$ cat config.mk
export PLATFORM = sky130hd
export DESIGN_NAME = tsps_seq
export DESIGN_NICKNAME = d
export VERILOG_FILES = /design/src/tsps_pkg.sv /design/src/tsps_seq.sv /design/src/tsps_timer.sv
export VERILOG_INCLUDE_DIRS = /design/src
export SDC_FILE = /design/constraint.sdc
export NUM_CORES = 1
export LEC_CHECK = 0
export BUFFER_PORTS_ARGS = -buffer_cell sky130_fd_sc_hd__buf_2
export CORE_MARGIN = 2
export CORE_UTILIZATION = 45
export CTS_BUF_LIST = sky130_fd_sc_hd__clkbuf_8
export DETAILED_ROUTE_END_ITERATION = 12
export PLACE_DENSITY_LB_ADDON = 0.2
export SYNTH_ARGS = -nofsm -noshare
export SYNTH_HDL_FRONTEND = slang
export SYNTH_HIERARCHICAL = 1
export SYNTH_SLANG_ARGS = --single-unit
export TNS_END_PERCENT = 10
$ cat constraint.sdc
create_clock -name i_core_clk -period 4.3 [get_ports i_core_clk]
set_clock_uncertainty 0.05 [all_clocks]
set_input_delay 0.645 -clock i_core_clk [delete_from_list [all_inputs] [get_ports i_core_clk]]
set_output_delay 0.645 -clock i_core_clk [all_outputs]
set_load 0.005 [all_outputs]
$ cat src/tsps_cfg.svh
// timing constants for the transceiver slot power and reset sequencer
`ifndef TSPS_CFG_SVH
`define TSPS_CFG_SVH

`define TSPS_CLK_HZ        25000000
`define TSPS_FIVE_RAMP_NS  2250000
`define TSPS_GAP_NS        500000
`define TSPS_THREE_RAMP_NS 2000000
`define TSPS_INIT_MS       5000
`define TSPS_SETTLE_MS     500
`define TSPS_CLK_NS        40
// least times round up to whole cycles
`define TSPS_FIVE_RAMP_CYC ((`TSPS_FIVE_RAMP_NS + `TSPS_CLK_NS - 1) / `TSPS_CLK_NS)
`define TSPS_GAP_CYC       ((`TSPS_GAP_NS + `TSPS_CLK_NS - 1) / `TSPS_CLK_NS)
`define TSPS_THREE_RAMP_CYC ((`TSPS_THREE_RAMP_NS + `TSPS_CLK_NS - 1) / `TSPS_CLK_NS)
`define TSPS_MS_CYC        (`TSPS_CLK_HZ / 1000)
`define TSPS_CNT_W         32

`endif

$ cat src/tsps_pkg.sv
// types for the transceiver slot power and reset sequencer
package tsps_pkg;

	typedef enum logic [2:0] {
		TSPS_OFF    = 3'b000,
		TSPS_FIVE   = 3'b001,
		TSPS_GAP    = 3'b010,
		TSPS_RAILS  = 3'b011,
		TSPS_INIT   = 3'b100,
		TSPS_SETTLE = 3'b101,
		TSPS_READY  = 3'b110
	} tsps_state_t;

	typedef struct packed {
		logic five_volt_rail;
		logic three_volt_rail;
		logic adjustable_supply_rail;
	} tsps_rails_t;

endpackage : tsps_pkg

$ cat src/tsps_seq.sv
// transceiver slot power rail and module reset sequencer
//
// Notes on behaviour
// - on power enable, raise the five volt rail first; 2.25 ms ramp.
// - start three volt and adjustable rails together 500 us after five volt.
// - allow two milliseconds ramp for three volt and adjustable rails.
// - drive module reset low when module absent or slot power off.
// - hold reset until module present and slot power both on.
// - wait 5 seconds for module initialisation before releasing reset.
// - after release wait 500 ms more, then flag module ready.
`timescale 1ns/1ps
`include "tsps_cfg.svh"

module tsps_seq #(
	parameter int unsigned INIT_MS   = `TSPS_INIT_MS,
	parameter int unsigned SETTLE_MS = `TSPS_SETTLE_MS,
	parameter int unsigned MS_CYC    = `TSPS_MS_CYC,
	// ramp counts are parameters only so that a bench can shorten them
	parameter int unsigned FIVE_CYC  = `TSPS_FIVE_RAMP_CYC,
	parameter int unsigned GAP_CYC   = `TSPS_GAP_CYC,
	parameter int unsigned RAMP_CYC  = `TSPS_THREE_RAMP_CYC
) (
	input  wire logic            i_core_clk,
	input  wire logic            i_rst_n,
	input  wire logic            i_power_en,
	input  wire logic            i_absent,
	output tsps_pkg::tsps_rails_t o_rails,
	output logic                 o_module_rst_n,
	output logic                 o_module_ready
);

	////////////////////////////////////////////////////////////////////////
	// state and timers

	tsps_pkg::tsps_state_t  state;
	tsps_pkg::tsps_state_t  next_state;
	logic                   abort;
	logic                   timer_load;
	logic [`TSPS_CNT_W-1:0] timer_count;
	logic                   timer_done;
	logic                   ms_load;
	logic                   ms_tick;
	logic [15:0]            ms_left;
	logic                   ms_phase;

	// the module is hot-pluggable but rails follow power alone
	assign abort = !i_power_en;

	tsps_timer u_cyc_timer (
		.i_core_clk (i_core_clk),
		.i_rst_n    (i_rst_n),
		.i_load     (timer_load),
		.i_count    (timer_count),
		.o_done     (timer_done)
	);

	// millisecond prescaler keeps the long counts small
	tsps_timer u_ms_timer (
		.i_core_clk (i_core_clk),
		.i_rst_n    (i_rst_n),
		.i_load     (ms_load),
		.i_count    (`TSPS_CNT_W'(MS_CYC)),
		.o_done     (ms_tick)
	);

	assign ms_phase = (state == tsps_pkg::TSPS_INIT) || (state == tsps_pkg::TSPS_SETTLE);
	assign ms_load  = (state != next_state) || ms_tick;

	////////////////////////////////////////////////////////////////////////
	// next state

	always_comb begin
		next_state  = state;
		timer_load  = 1'b0;
		timer_count = '0;
		unique case (state)
			tsps_pkg::TSPS_OFF: begin
				if (i_power_en) begin
					next_state  = tsps_pkg::TSPS_FIVE;
					timer_load  = 1'b1;
					timer_count = `TSPS_CNT_W'(FIVE_CYC);
				end
			end
			tsps_pkg::TSPS_FIVE: begin
				if (abort) begin
					next_state = tsps_pkg::TSPS_OFF;
				end else if (timer_done) begin
					next_state  = tsps_pkg::TSPS_GAP;
					timer_load  = 1'b1;
					timer_count = `TSPS_CNT_W'(GAP_CYC);
				end
			end
			tsps_pkg::TSPS_GAP: begin
				if (abort) begin
					next_state = tsps_pkg::TSPS_OFF;
				end else if (timer_done) begin
					next_state  = tsps_pkg::TSPS_RAILS;
					timer_load  = 1'b1;
					timer_count = `TSPS_CNT_W'(RAMP_CYC);
				end
			end
			tsps_pkg::TSPS_RAILS: begin
				if (abort) begin
					next_state = tsps_pkg::TSPS_OFF;
				end else if (i_absent) begin
					// rail wait restarts from insertion, else a late insert never leaves
					timer_load  = 1'b1;
					timer_count = `TSPS_CNT_W'(RAMP_CYC);
				end else if (timer_done) begin
					next_state = tsps_pkg::TSPS_INIT;
				end
			end
			tsps_pkg::TSPS_INIT: begin
				if (abort) begin
					next_state = tsps_pkg::TSPS_OFF;
				end else if (i_absent) begin
					next_state  = tsps_pkg::TSPS_RAILS;
					timer_load  = 1'b1;
					timer_count = `TSPS_CNT_W'(RAMP_CYC);
				end else if (ms_tick && ms_left == 16'h0001) begin
					next_state = tsps_pkg::TSPS_SETTLE;
				end
			end
			tsps_pkg::TSPS_SETTLE: begin
				if (abort) begin
					next_state = tsps_pkg::TSPS_OFF;
				end else if (i_absent) begin
					next_state  = tsps_pkg::TSPS_RAILS;
					timer_load  = 1'b1;
					timer_count = `TSPS_CNT_W'(RAMP_CYC);
				end else if (ms_tick && ms_left == 16'h0001) begin
					next_state = tsps_pkg::TSPS_READY;
				end
			end
			tsps_pkg::TSPS_READY: begin
				if (abort) begin
					next_state = tsps_pkg::TSPS_OFF;
				end else if (i_absent) begin
					next_state  = tsps_pkg::TSPS_RAILS;
					timer_load  = 1'b1;
					timer_count = `TSPS_CNT_W'(RAMP_CYC);
				end
			end
			default: begin
				next_state = tsps_pkg::TSPS_OFF;
			end
		endcase
	end

	always_ff @(posedge i_core_clk or negedge i_rst_n) begin
		if (!i_rst_n) begin
			state <= tsps_pkg::TSPS_OFF;
		end else begin
			state <= next_state;
		end
	end

	// milliseconds remaining in the init or settle wait
	always_ff @(posedge i_core_clk or negedge i_rst_n) begin
		if (!i_rst_n) begin
			ms_left <= 16'h0000;
		end else if (next_state == tsps_pkg::TSPS_INIT && state != tsps_pkg::TSPS_INIT) begin
			ms_left <= 16'(INIT_MS);
		end else if (next_state == tsps_pkg::TSPS_SETTLE && state != tsps_pkg::TSPS_SETTLE) begin
			ms_left <= 16'(SETTLE_MS);
		end else if (ms_phase && ms_tick && ms_left != 16'h0000) begin
			ms_left <= ms_left - 16'h0001;
		end
	end

	////////////////////////////////////////////////////////////////////////
	// outputs from flip-flops

	always_ff @(posedge i_core_clk or negedge i_rst_n) begin
		if (!i_rst_n) begin
			o_rails <= '0;
		end else begin
			o_rails.five_volt_rail         <= (next_state != tsps_pkg::TSPS_OFF);
			o_rails.three_volt_rail        <= (next_state >= tsps_pkg::TSPS_RAILS);
			o_rails.adjustable_supply_rail <= (next_state >= tsps_pkg::TSPS_RAILS);
		end
	end

	// reset released only after the init wait with module present and power on
	always_ff @(posedge i_core_clk or negedge i_rst_n) begin
		if (!i_rst_n) begin
			o_module_rst_n <= 1'b0;
		end else begin
			o_module_rst_n <= (next_state == tsps_pkg::TSPS_SETTLE)
				|| (next_state == tsps_pkg::TSPS_READY);
		end
	end

	always_ff @(posedge i_core_clk or negedge i_rst_n) begin
		if (!i_rst_n) begin
			o_module_ready <= 1'b0;
		end else begin
			o_module_ready <= (next_state == tsps_pkg::TSPS_READY);
		end
	end

	////////////////////////////////////////////////////////////////////////
	// checks

	a_absent_holds_rst: assert property (@(posedge i_core_clk) disable iff (!i_rst_n)
		i_absent |=> !o_module_rst_n) else $error("reset released while module absent");
	a_power_off_rst: assert property (@(posedge i_core_clk) disable iff (!i_rst_n)
		!i_power_en |=> !o_module_rst_n && !o_module_ready) else $error("reset off without power");
	a_five_first: assert property (@(posedge i_core_clk) disable iff (!i_rst_n)
		o_rails.three_volt_rail |-> o_rails.five_volt_rail) else $error("three volt before five");
	a_rails_together: assert property (@(posedge i_core_clk) disable iff (!i_rst_n)
		o_rails.three_volt_rail == o_rails.adjustable_supply_rail) else $error("rails split");
	a_five_ramp_gap: assert property (@(posedge i_core_clk) disable iff (!i_rst_n)
		$rose(o_rails.five_volt_rail) |-> !o_rails.three_volt_rail [*8]) else $error("gap short");
	a_ready_after_rst: assert property (@(posedge i_core_clk) disable iff (!i_rst_n)
		o_module_ready |-> o_module_rst_n) else $error("ready while in reset");
	a_release_settles: assert property (@(posedge i_core_clk) disable iff (!i_rst_n)
		$rose(o_module_rst_n) |-> !o_module_ready [*8]) else $error("ready too early");
	a_init_before_release: assert property (@(posedge i_core_clk) disable iff (!i_rst_n)
		$rose(o_module_rst_n) |-> $past(state) == tsps_pkg::TSPS_INIT) else $error("no init wait");
	a_abort_restart: assert property (@(posedge i_core_clk) disable iff (!i_rst_n)
		(ms_phase && i_absent && i_power_en) |=> state == tsps_pkg::TSPS_RAILS)
		else $error("no restart");
	a_rail_ramp: assert property (@(posedge i_core_clk) disable iff (!i_rst_n)
		$rose(o_rails.three_volt_rail) |-> o_module_rst_n == 1'b0 [*8]) else $error("ramp skipped");

	c_power_up:   cover property (@(posedge i_core_clk) $rose(o_rails.three_volt_rail));
	c_release:    cover property (@(posedge i_core_clk) $rose(o_module_rst_n));
	c_ready:      cover property (@(posedge i_core_clk) $rose(o_module_ready));
	c_hot_unplug: cover property (@(posedge i_core_clk) ms_phase && i_absent);

endmodule : tsps_seq

$ cat src/tsps_timer.sv
// loadable down-counter with done flag
`timescale 1ns/1ps
`include "tsps_cfg.svh"

module tsps_timer (
	input  wire logic                   i_core_clk,
	input  wire logic                   i_rst_n,
	input  wire logic                   i_load,
	input  wire logic [`TSPS_CNT_W-1:0] i_count,
	output logic                        o_done
);

	logic [`TSPS_CNT_W-1:0] remain;

	always_ff @(posedge i_core_clk or negedge i_rst_n) begin
		if (!i_rst_n) begin
			remain <= '0;
		end else if (i_load) begin
			remain <= i_count;
		end else if (remain != '0) begin
			remain <= remain - 1'b1;
		end
	end

	// done reads the count alone: loads are decoded from done, so no loop
	assign o_done = (remain == `TSPS_CNT_W'(1));

endmodule : tsps_timer

---- Word-level counts from Yosys, hierarchy flattened ----
Cells that the tools add are included.
word-level totals
  register bits ........................... 87
  bits in latches ......................... 0
  RAM bits ................................ 0
  memory bits (read-only) ................. 0
  input port bits ......................... 4
  output and inout bits ................... 5
  memories ................................ 0
operators by class
  $add $sub $neg .......................... 3
  multiply operators ...................... 0
  divide/modulo/power cells ............... 0
  magnitude comparators ................... 1
  eq/ne operators ......................... 15
  shift operators ......................... 0
  mux-type cells .......................... 38
  bitwise gates (word level) .............. 0
  reductions and logical operators ........ 18
operators by type and width
  cell                                                                    count
  16-bit two-way mux                                                      8
  32-bit two-way mux                                                      4
  32-bit by 1-bit equality test with 1-bit output, second input constant  2
  16-bit case mux with 4 select lines                                     1
  32-bit nonzero test                                                     2
  32-bit by 1-bit subtractor with 32-bit output, second input constant    2
  3-bit two-way mux                                                       16
  14-bit two-way mux                                                      2
  3-bit case mux with 7 select lines                                      1
  3-bit equality test, second input constant                              6
  16-bit by 1-bit equality test with 1-bit output, second input constant  1
  16-bit nonzero test                                                     1
  16-bit by 1-bit subtractor with 16-bit output, second input constant    1
  3-bit by 2-bit equality test with 1-bit output, second input constant   2
  3-bit inequality test, second input constant                            2
  3-bit nonzero test                                                      2
  1-bit logical AND                                                       5
  1-bit two-way mux                                                       5
  2-bit nonzero test                                                      2
  4-bit OR reduction                                                      1
  3-bit by 1-bit equality test with 1-bit output, second input constant   1
  3-bit by 2-bit >= comparator with 1-bit output, second input constant   1
  3-bit zero test                                                         1
  1-bit logical OR                                                        3
  other kinds (3)                                                         3

---- Longest topological paths before layout ----
Gate-level depths: netlist (run 1).
  word-level depth ........................ 10
  depth in mapped cells ................... 15
  gate-level depth less buffers ........... 13

---- By module ----
The synthesis (run 1) kept the hierarchy.
by module, submodules not included
  module                     instances  cells an instance  area each (um2)  sequential area each (um2)
  tsps_timer at u_cyc_timer  1          219                2009.4           800.8
  tsps_timer at u_ms_timer   1          208                1989.4           800.8
  tsps_seq                   1          179                1552.7           575.6

---- Worst setup path before layout (run 1) ----
No wires, ideal clock.
  path kind ............................... register to register
  start ................................... reg u_cyc_timer.remain[29]
  end ..................................... reg u_ms_timer.remain[13]
  arrival time ............................ 3.419 ns
  required time ........................... 4.125 ns
  path slack .............................. 0.706 ns
  stages on the path, launching flop included .. 14
  path buffers ............................ 2
  path through ............................ dfrtp_1 -> or4_4 -> nor4_4 -> nand2_1 -> nor3_1 -> nor2_1 -> o21a_1 -> o311a_1 -> o21ai_0 -> nand3_1 -> clkbuf_1 -> inv_1 -> clkbuf_1 -> mux2_2
between the ends
  longest elaborated chain between the ends .. 8
  elaborated cells between the ends (all ways) .. 13
  classes of those cells .................. eq/ne: 2; mux: 9; reduce/logical: 2
ends and longest elaborated chain
  what                                                             RTL line          source
  start, declared                                                  tsps_timer.sv:13  logic [`TSPS_CNT_W-1:0] remain;
  start signal, assigned                                           tsps_timer.sv:19  remain <= i_count;
  start signal, assigned                                           tsps_timer.sv:21  remain <= remain - 1'b1;
  32-bit by 1-bit equality test with 1-bit output *                tsps_timer.sv:26  assign o_done = (remain == `TSPS_CNT_W'(1));
  via timer_done                                                   tsps_seq.sv:40    logic timer_done;
  3-bit two-way mux                                                tsps_seq.sv:109   end else if (timer_done) begin
  3-bit two-way mux                                                tsps_seq.sv:105   end else if (i_absent) begin
  3-bit two-way mux                                                tsps_seq.sv:103   if (abort) begin
  3-bit case mux with 7 select lines *                             tsps_seq.sv:76    unique case (state)
  3-bit inequality test *                                          tsps_seq.sv:67    assign ms_load = (state != next_state) || ms_tick;
  1-bit logical OR *                                               tsps_seq.sv:67
  via ms_load                                                      tsps_seq.sv:41    logic ms_load;
  32-bit two-way mux / 2-bit nonzero test (equally long branches)  --
  end signal, assigned                                             tsps_timer.sv:19
  end signal, assigned                                             tsps_timer.sv:21
  end, declared                                                    tsps_timer.sv:13
The timed path passes the listed nets; every way through them passes the cells marked *.
A chain may end at the register's enable or synchronous reset.

---- Worst setup path after layout (run 1) ----
  start ................................... reg u_cyc_timer.remain[29]
  end ..................................... reg u_cyc_timer.remain[25]
between the ends
  longest elaborated chain between the ends .. 5
  elaborated cells between the ends (all ways) .. 7
  classes of those cells .................. eq/ne: 1; mux: 4; reduce/logical: 2
ends and longest elaborated chain
  what                                                             RTL line                        source
  32-bit by 1-bit equality test with 1-bit output *                tsps_timer.sv:26
  via timer_done                                                   tsps_seq.sv:40
  1-bit two-way mux *                                              tsps_seq.sv:87, tsps_seq.sv:96
  1-bit two-way mux *                                              tsps_seq.sv:85                  if (abort) begin
  1-bit case mux with 3 select lines *                             tsps_seq.sv:76
  via timer_load                                                   tsps_seq.sv:38                  logic timer_load;
  32-bit two-way mux / 2-bit nonzero test (equally long branches)  --
Marked as above.

==> summary.md, run 1 <==
| Metric | Value |
|---|---|
| Clk_lat worst skew | `0.38 ns` |
| First DRT Iteration DRCs | `242` |
| Hold crit path type | `input port to async pin` |
| Total global routing overflow | `0` |
| Leakage | `2.35 nW` |
| Vias | `4501` |
| Synth Register Bits | `87` |
| Area Overhead vs Synth | `10.1%` |
| ANT cells | `0` |
| Post-synth EDFFs | `0` |
| # resized after CTS | `0` |
| Clk buf depth | `2` |
| Drt drc | `0` |
| Pwr Density | `336 nW/um2` |
| Netlist cell types | `72` |
| Crit-path max FO | `18` |
| CP cell instances | `or4_4 > nor4_4 > nand2_1 > nor3_1 > or2_2 > o221ai_1 > a21oi_2 > nor2b_1 > and3_1 > nand4b_1 > buf_4 > o21ai_0 > a21oi_1` |
| Global-route wire length before repair | `20500 um` |
| Layout cells sized above 1 | `12.3%` |
| Setup ws final | `0.335 ns` |
| CP max stage delay | `0.57 ns` |
| Final hold vios | `0` |
| Hold slack | `0.268 ns` |
| Synth Flop Type | `dfrtp_1` |
| Ys Warns | `6` |
| CP bufs+invs | `1` |
| M1 GR Usage | `26.4%` |
| Die Footprint | `13200 um2` |
| Post-synthesis cell area | `5550 um2` |
| Slew HR | `24.0%` |
| Worst VDD drop | `0.000192 V` |
| Port bufs | `8` |
| Gr busiest metal | `met2` |
| Register area share after synthesis | `39.2%` |
| Fmax | `252 MHz` |
| Routed WL | `11800 um` |
| Mapped Avg Cell Area | `9.16 um2` |
| Routing usage on met2 | `30.7%` |
| Final net count | `664` |
| Core Rows | `40` |
| Max stage delay cell, worst path | `or4_4` |
| GP Congestion | `0.786` |
| CTS H-tree depth | `3` |
| Wirelength per Cell | `14.7 um` |
| CTS clk-pin slew, worst paths | `0.10 ns` |
| Slew Viols, Final | `0` |
| Via-to-Cell Ratio | `5.59` |
| CTS sink count | `87` |
| Initial antenna violation count | `0` |
| Total power | `0.00205 W` |
| DR pass1 iterations | `4` |
| Core Box Area | `12000 um2` |
| Die width | `115 um` |
| Crit. End Element | `flip-flop` |
| Vias in the first global route | `4228` |
| Pre-CTS setup slack | `0.361 ns` |
| IO Pins | `9` |
| Max cap viols | `0` |
| Reg-to-reg startpoint | `u_cyc_timer/remain[29]` |
| Critical Path AT | `4.20 ns` |
| Setup violators final | `0` |
| Num CTS Buffers | `9` |
| Crit path time final | `3.96 ns` |
| Worst Setup SP | `u_cyc_timer/remain[29]` |
| Crit path launch type | `flip-flop` |
| Kind of cell adding the most delay to the critical path | `simple AND/OR/NAND/NOR gates` |
| Tcrit/Tclk final | `92.2%` |
| Initial Utilization | `46.2%` |
| Final ANT Viol Nets | `0` |
| Largest net degree at the start of global routing | `58` |
| Tightest Pin Transition | `1.14 ns` |
| Unrepaired setup endpoints after global routing | `yes` |
| GR Util met3 | `3.11%` |
| Post-DP HPWL | `7880 um` |
| Synth Instances | `606` |
| Crit path required time | `4.53 ns` |
| Outcome | `complete, no violations` |
| Root Buffer | `clkbuf_8` |
| Die height | `115 um` |
| Setup Buffers After CTS | `0` |
| CTS tree | `done` |
| FFs w/ async S/R, synth | `100%` |
| GRT Util Overall | `19.2%` |
| WS Path Type | `flip-flop to flip-flop` |
-- synth_stat cells (6+ instances only) --
library cell | instances | area [um2]
o21a_1 | 9 | 67.6
nand4_1 | 7 | 43.8
nor4_2 | 6 | 75.1
nand2b_1 | 15 | 93.8
ha_1 | 7 | 87.6
xnor2_1 | 25 | 219
mux2_2 | 9 | 101
nor4_4 | 6 | 128
inv_1 | 14 | 52.6
o21ai_0 | 42 | 210
or2_2 | 7 | 43.8
or3_1 | 6 | 37.5
nand2_1 | 50 | 188
nor4_1 | 19 | 119
a21oi_1 | 34 | 170
o211a_1 | 9 | 90.1
dfrtp_1 | 87 | 2180
nor3_1 | 24 | 120
nand3_1 | 15 | 75.1
clkbuf_1 | 25 | 93.8
nor2_1 | 50 | 188
o31ai_1 | 12 | 90.1
a31oi_1 | 6 | 37.5
xor2_1 | 20 | 175
-- path summary, 6_finish.rpt --
path                                     endpoint  slack (ns)  cells past startpoint
min                        u_cyc_timer/remain[11]        0.27                      1
max in group asynchronous   u_ms_timer/remain[10]        2.99                      2
max reg2reg                u_cyc_timer/remain[25]        0.34                     13
min in group i_core_clk               ms_left[10]        0.50                      2
max                        u_cyc_timer/remain[25]        0.34                     13
min reg2reg                           ms_left[10]        0.50                      2
-- metal layers --
metal  vias to the layer above  part of all wire (%)  routed length, um
met5                         -                     0                  0
met4                         0                   1.6                191
met3                        14                   2.6                309
met2                        46                    48               5620
met1                      2178                    48               5690
li1                       2263                     -                  -
-- worst register-to-register path: cells and delay by family, from the launching register on --
kind	cells	cell delay [ns]
AOI/OAI and AO/OA	4	0.57
buffers and inverters	1	0.29
DFF	1	0.41
and+or+nand+nor	8	2.54
-- cell usage in the layout, fill, tap and decap left out, drive strengths merged, types with 10 or more instances in the layout --
cell | netlist | final
dfrtp | 87 | 87
nand2 | 50 | 50
nor2 | 50 | 50
conb | 2 | 50
o21ai | 46 | 46
a21oi | 34 | 34
nor4 | 31 | 31
nor3 | 27 | 27
xnor2 | 25 | 25
xor2 | 20 | 20
buf | 7 | 20
nand3 | 16 | 16
inv | 14 | 15
nand2b | 15 | 15
o31ai | 12 | 12
nand4 | 10 | 10
-- metrics by stage --
stage,TNS (ns),area (um2),utilization [%],cells
3_3_place_gp,0,5910,49.2,789
5_1_grt,-0.228,6110,50.9,805
6_report,0,6110,50.9,805
3_5_place_dp,0,5910,49.2,789
4_1_cts,0,6110,50.9,805
2_1_floorplan,0,5730,-,654
-- power by group --
part	internal (W)	total (W)	switching, W
registers	0.000931	0.00108	0.000148
logic	0.000178	0.000388	0.000210
clock network	0.000269	0.000586	0.000317
-- kinds of logic after synthesis --
logic type,share of synthesized area [%]
AND/OR/NAND/NOR,28.2
AO/OA/AOI/OAI,17.9
flip-flops,39.2
buffers and inverters,3.47
XOR/XNOR,7.10
multiplexers,2.37
adder cells (fa/ha/maj),1.58
other,0.135
-- sequential cells by signal (all words and copies together), names as in the netlist --
signal,cells
state,3
o_module_ready,1
o_module_rst_n,1
ms_left,16
o_rails,2
u_cyc_timer/remain,32
u_ms_timer/remain,32
-- repair_timing --
item | in CTS | in global routing
hold buffers | 0 | 0
endpoints found under the setup margin | 0 | 6
hold endpoints to repair | 0 | 0
-- final cells by class --
type,instances,area [um2]
fill,1151,5900
multi-input combinational,521,3370
sequential,87,2180
tap,147,184
timing repair buffer,20,133
clock buffer,9,124
clock inverter,7,75.1
inverter,14,52.6
(Power assumes the default switching activity.)
==> run 2: changes to the inputs <==
--- a/config.mk
+++ b/config.mk
@@ -14,6 +14,5 @@
 export PLACE_DENSITY_LB_ADDON = 0.2
 export SYNTH_ARGS = -nofsm -noshare
 export SYNTH_HDL_FRONTEND = slang
-export SYNTH_HIERARCHICAL = 1
 export SYNTH_SLANG_ARGS = --single-unit
 export TNS_END_PERCENT = 10
==> run 2 against run 1 <==
Net effect:
- design area fell by 9.6%
- hold slack better by 0.040 ns
- register-to-register slack improved by 1.1 ns
- count of clock-buffer cells in the layout up 2
- fmax increased by 37%
- non-clock buffer count fell by 9
- total power shrank 1.0%
- sequential cell count is the same
- final cell count shrank 14%
- highest routed layer unchanged
==> summary.md, run 2 <==
| Metric | Value |
|---|---|
| Slew Viols, Final | `0` |
| FFs w/ async S/R, synth | `100%` |
| Synth top area share | `42.4%` |
| Post-DP HPWL | `7150 um` |
| Synth area leader | `dfrtp_1` |
| ANT cells | `0` |
| CP max stage delay | `0.73 ns` |
| Root Buffer | `clkbuf_8` |
| Sw frac | `31.2%` |
| Layout cells sized above 1 | `10.2%` |
| Synth Register Bits | `87` |
| Vias in the first global route | `3903` |
| Post-synth EDFFs | `0` |
| Area Overhead vs Synth | `7.47%` |
| Placement Cell Area | `5290 um2` |
| Leakage | `2.25 nW` |
| Port bufs | `8` |
| # resized after CTS | `0` |
| Initial antenna violation count | `0` |
| Routed WL | `10500 um` |
| Die width | `111 um` |
| GP Congestion | `0.836` |
| Post-synthesis cell area | `5140 um2` |
| Unrepaired setup endpoints after global routing | `no` |
| Tcrit/Tclk final | `67.2%` |
| FF+latch area | `2180 um2` |
| Fmax | `346 MHz` |
| CTS tree | `done` |
| Int Pwr | `0.00140 W` |
| Outcome | `complete, no violations` |
| Synth Flop Type | `dfrtp_1` |
| Clk_lat worst skew | `0.36 ns` |
| CTS sink count | `87` |
| Final net count | `556` |
| First DRT Iteration DRCs | `283` |
| Most common cell after layout, fill and taps aside | `dfrtp_1` |
| CP bufs+invs | `1` |
| Critical Path AT | `3.08 ns` |
| Core Box Area | `11300 um2` |
| Top cells by instance count after synthesis | `dfrtp_1, nor2_1, nand2_1` |
| Initial Utilization | `45.6%` |
| CTS H-tree depth | `3` |
| Mapped Avg Cell Area | `9.52 um2` |
| Most frequent cells in the layout | `dfrtp_1, nor2_1, nand2_1` |
| DR pass1 iterations | `4` |
| Wirelength per Cell | `15.1 um` |
| GRT Util Overall | `18.1%` |
| Netlist cell types | `70` |
| Biggest regs | `u_cyc_timer.remain x32, u_ms_timer.remain x32, ms_left x16` |
| Seq pwr share | `48.5%` |
| Fill count | `1036` |
| CTS clk-pin slew, worst paths | `0.08 ns` |
| Core Rows | `39` |
| Clk network pwr share | `32.1%` |
| Vias | `3900` |
| Crit-path max FO | `32` |
| CP cell instances | `nand2b_1 > a21o_1 > a21oi_1 > a31oi_1 > a21boi_0 > o2111ai_2 > buf_4 > or3b_1` |
| Via-to-Cell Ratio | `5.64` |
| Hold slack | `0.308 ns` |
| Crit path launch type | `flip-flop` |
| R2R Path End | `u_ms_timer.remain[5]` |
| Crit path time final | `2.89 ns` |
| Area occupied by multi-input gates | `2830 um2` |
| Register area share after synthesis | `42.4%` |
| Die height | `111 um` |
| Die Footprint | `12300 um2` |
| CTS Hold Buffers Added | `0` |
| Setup violators final | `0` |
| Largest net degree at the start of global routing | `60` |
| Reg-to-reg startpoint | `state[2]` |
| Syn nets | `553` |
| Worst VDD drop | `0.000192 V` |
| Kind of cell adding the most delay to the critical path | `compound AO/OA/AOI/OAI gates` |
| Crit path required time | `4.49 ns` |
| Worst reg-to-reg setup slack | `1.41 ns` |
| Final hold vios | `0` |
| Tightest Pin Transition | `0.986 ns` |
| Final Instance Area | `5520 um2` |
| Synth Instances | `540` |
| Gate power share | `19.4%` |
| Max stage delay cell, worst path | `dfrtp_1` |
| Switching Power | `0.000633 W` |
| WS Path Type | `flip-flop to flip-flop` |
| Crit. End Element | `flip-flop` |
| Ys Warns | `0` |
| Total global routing overflow | `0` |
| Slew HR | `33.6%` |
| Num CTS Buffers | `9` |
| Drt drc | `0` |
| Max cap viols | `0` |
| Setup Buffers After CTS | `0` |
| Final ANT Viol Nets | `0` |
| Global-route wire length before repair | `18600 um` |
| Top cells by area, synth | `dfrtp_1, xnor2_1, nor2_1, xor2_1, nand2_1` |
| Reg2Reg Depth | `8` |
| Hold crit path type | `input port to async pin` |
| Clk buf depth | `2` |
| Most numerous cell in the Yosys netlist | `dfrtp_1` |
| Setup TNS Final | `0 ns` |
| IO Pins | `9` |
| Pwr Density | `368 nW/um2` |
run 2: cell types whose count changed after synthesis, moves of 4 or more:
cell and delta:
or2_2 -6, mux2_2 -9, clkbuf_1 -18, xnor2_1 +16
a21oi_1 -12, o31ai_1 -12, nor2_1 +20, nor3_1 +7
o21ai_0 -32, o211a_1 -8, o21a_1 -9, nor3b_1 -4
run 2: worst reg2reg max path, cell delays in order, from the launching register on:
cell and delay (ns):
dfrtp_1 0.73, nand2b_1 0.27, a21o_1 0.14, a21oi_1 0.07, a31oi_1 0.44, a21boi_0 0.30
o2111ai_2 0.12, buf_4 0.25, or3b_1 0.41
run 2: how the worst max path moves through the flow:
stage,start,cells after the start,to,slack [ns]
floorplan,u_ms_timer.remain[18],8,ms_left[12],1.99
global placement,state[2],8,u_ms_timer.remain[13],1.49
detailed placement,i_absent,9,u_ms_timer.remain[13],1.45
global route,state[2],8,u_ms_timer.remain[13],1.24
finish,state[2],8,u_ms_timer.remain[5],1.41
CTS,state[2],8,u_ms_timer.remain[13],1.47
run 2: cell type report:
type                    instances  area share, %
clock inverters                 5           1.45
flip-flops and latches         87           39.4
repair buffers                 11           1.18
inverters                      11          0.747
well taps                     143           3.24
multi-input cells             423           51.2
clock buffers                  11           2.74
run 2: metrics by stage:
| stage | instances | util, % | setup WS, ns | power, W |
|---|---|---|---|---|
| 5_1_grt | 691 | 49.0 | 1.24 | 0.00215 |
| 2_1_floorplan | 540 | - | 1.99 | 0.00130 |
| 3_3_place_gp | 675 | 47.0 | 1.49 | 0.00138 |
| 3_5_place_dp | 675 | 47.0 | 1.45 | 0.00139 |
| 6_report | 691 | 49.0 | 1.41 | 0.00203 |
| 4_1_cts | 691 | 49.0 | 1.47 | 0.00206 |
run 2: per-layer routing:
metal | share of wire [%] | GRT usage [%]
met5 | 0 | 0
met2 | 46 | 28.2
met1 | 50 | 25.7
met4 | 0.93 | 5.17
met3 | 3.1 | 3.50
run 2: logic make-up (layout without fill, tap and decap cells):
group | Yosys count | after routing | share of synthesized area [%]
adder cells (fa/ha/maj) | 9 | 9 | 2.19
AND/OR/NAND/NOR | 270 | 270 | 30.4
flip-flops | 87 | 87 | 42.4
XOR/XNOR | 64 | 64 | 10.9
AO/OA/AOI/OAI | 76 | 76 | 10.7
buffers and inverters | 30 | 38 | 2.58
multiplexers | 4 | 4 | 0.803
run 2: power groups by stage:
stage	combinational, W	sequential [W]	clock [W]
floorplan	0.000327	0.000970	0
global placement	0.000389	0.000996	0
detailed placement	0.000396	0.000999	0
CTS	0.000399	0.000983	0.000673
global route	0.000450	0.000998	0.000703
finish	0.000395	0.000985	0.000651
==> run 3: changes to the inputs <==
==> constraint.sdc (replaced) <==
create_clock -name i_core_clk -period 2.85 [get_ports i_core_clk]
set_clock_uncertainty 0.05 [all_clocks]
set_input_delay 0.4275 -clock i_core_clk [delete_from_list [all_inputs] [get_ports i_core_clk]]
set_output_delay 0.4275 -clock i_core_clk [all_outputs]
set_load 0.005 [all_outputs]
==> run 3 against run 2 <==
Net effect:
- global-route usage rose by 0.77 points
- critical path type unchanged
- worst setup slack got worse by 1.2 ns
- routed wire length rose by 3.4%
- fmax rose by 11%
- critical endpoint is now ms_left[2]
- highest routed layer unchanged
- count of clock-buffer cells in the layout fell by 2
- sequential cell count did not move
- non-clock buffer count rose by 14
==> summary.md, run 3 (synthesis gave the netlist of run 2 again) <==
| Metric | Value |
|---|---|
| Outcome | `complete, no violations` |
| Drt drc | `0` |
| R2R Path End | `ms_left[2]` |
| Gate power share | `21.1%` |
| Crit path launch type | `flip-flop` |
| Max cap viols | `0` |
| Die Footprint | `12300 um2` |
| Die width | `111 um` |
| CP endpoint | `ms_left[2]` |
| Sw frac | `32.5%` |
| Hold path start | `i_power_en` |
| Final Core Density | `49.9%` |
| First DRT Iteration DRCs | `332` |
| GP Congestion | `0.880` |
| Setup ws final | `0.255 ns` |
| Int Pwr | `0.00199 W` |
| Hold crit path type | `input port to flip-flop` |
| Most common cell after layout, fill and taps aside | `dfrtp_1` |
| Vias | `3951` |
| Unrepaired setup endpoints after global routing | `no` |
| Crit path required time | `3.04 ns` |
| CTS tree | `done` |
| Reg-to-reg startpoint | `u_cyc_timer.remain[26]` |
| GRT Util Overall | `18.8%` |
| Wirelength per Cell | `15.4 um` |
| Setup violators final | `0` |
| IO Pins | `9` |
| ANT cells | `0` |
| Final hold vios | `0` |
| Pwr Density | `525 nW/um2` |
| Switching Power | `0.000960 W` |
| Routed WL | `10800 um` |
| Area Overhead vs Synth | `9.37%` |
| Worst reg-to-reg setup slack | `0.25 ns` |
| Max stage delay cell, worst path | `nor4_1` |
| Leakage | `2.31 nW` |
| CTS H-tree depth | `3` |
| Slew HR | `58.8%` |
| Fmax | `385 MHz` |
| Clk network pwr share | `28.7%` |
| Total global routing overflow | `0` |
| Crit-path max FO | `4` |
| Root Buffer | `clkbuf_8` |
| Hold slack | `0.371 ns` |
| Layout cells sized above 1 | `12.1%` |
| Post-DP HPWL | `7710 um` |
| Placed Instances | `688` |
| Pre-CTS setup slack | `0.281 ns` |
| Worst VDD drop | `0.000245 V` |
| Vias in the first global route | `3954` |
| Largest net degree at the start of global routing | `50` |
| Critical Path AT | `2.79 ns` |
| Initial Utilization | `45.6%` |
| WS Path Type | `flip-flop to flip-flop` |
| CTS clk-pin slew, worst paths | `0.09 ns` |
| Die height | `111 um` |
| Setup TNS Final | `0 ns` |
| Clk buf depth | `2` |
| Seq pwr share | `50.2%` |
| Worst Setup SP | `u_cyc_timer.remain[26]` |
| Reg2Reg Depth | `7` |
| Initial antenna violation count | `0` |
| CTS sink count | `87` |
| Tightest Pin Transition | `0.613 ns` |
| Global-route wire length before repair | `19100 um` |
| Via-to-Cell Ratio | `5.60` |
| Final net count | `570` |
| Crit. End Element | `flip-flop` |
| Core Box Area | `11300 um2` |
| Final std cells w/o fill | `705` |
| Port bufs | `8` |
| Final ANT Viol Nets | `0` |
| Crit path time final | `2.60 ns` |
| Slew Viols, Final | `0` |
| CP max stage delay | `0.46 ns` |
| Most frequent cells in the layout | `dfrtp_1, nor2_1, nand2_1` |
| CP cell instances | `nor4_1 > nand4_1 > nor3_2 > o211ai_1 > a32oi_1 > or3_4 > o211ai_2` |
| Num CTS Buffers | `9` |
| Clk_lat worst skew | `0.36 ns` |
| Tcrit/Tclk final | `91.1%` |
| DR pass1 iterations | `4` |
| Core Rows | `39` |
| Biggest regs | `u_cyc_timer.remain x32, u_ms_timer.remain x32, ms_left x16` |
-- run 3: worst min-delay path by stage --
stage	to	slack, ns	cells past startpoint
floorplan	ms_left[0]	0.08	0
global placement	u_cyc_timer.remain[17]	0.38	1
detailed placement	u_cyc_timer.remain[17]	0.39	1
CTS	u_cyc_timer.remain[6]	0.34	3
global route	u_cyc_timer.remain[6]	0.37	3
finish	u_cyc_timer.remain[6]	0.37	3
-- run 3: worst max-delay path, delay by kind of cell (launching register included) --
family	cells	cell delay, ns
AO/OA/AOI/OAI	3	0.65
flip-flops	1	0.42
AND/OR/NAND/NOR	4	1.35
-- run 3: what timing repair did --
item / in CTS / in global routing
hold buffers: 1 / 0
setup endpoints to repair: 0 / 4
buffers inserted: 0 / 0
gates resized for setup: 0 / 1
hold endpoints to repair: 1 / 0
-- run 3: final cells by class --
type | instances | area [um2]
multi-input cells | 423 | 2840
fillers | 1058 | 5650
repair buffers | 25 | 198
inverters | 11 | 41.3
flip-flops and latches | 87 | 2180
clock buffers | 9 | 124
clock inverters | 7 | 66.3
well taps | 143 | 179
-- run 3: power by group through the flow --
stage / clock (W) / sequential, W / combinational (W)
after global routing: 0.000932 / 0.00151 / 0.000712
final: 0.000848 / 0.00148 / 0.000622
after CTS: 0.000876 / 0.00148 / 0.000627
after global placement: 0 / 0.00150 / 0.000610
after detailed placement: 0 / 0.00150 / 0.000622
after floorplan: 0 / 0.00146 / 0.000493
-- run 3: metrics by stage --
stage	instance area [um2]	power [W]
6_report	5620	0.00295
5_1_grt	5620	0.00315
4_1_cts	5620	0.00298
3_5_place_dp	5420	0.00213
3_3_place_gp	5420	0.00211
2_1_floorplan	5140	0.00196
-- run 3: metal layers --
layer  wire length (um)  up-vias  share of wire (%)  GRT usage, %
li1                   -     1955                  -             -
met1               5230     1922                 48          26.5
met2               5060       62                 47          29.2
met3                388       12                3.6          3.83
met4                142        0                1.3          6.25
met5                  0        -                  0             0
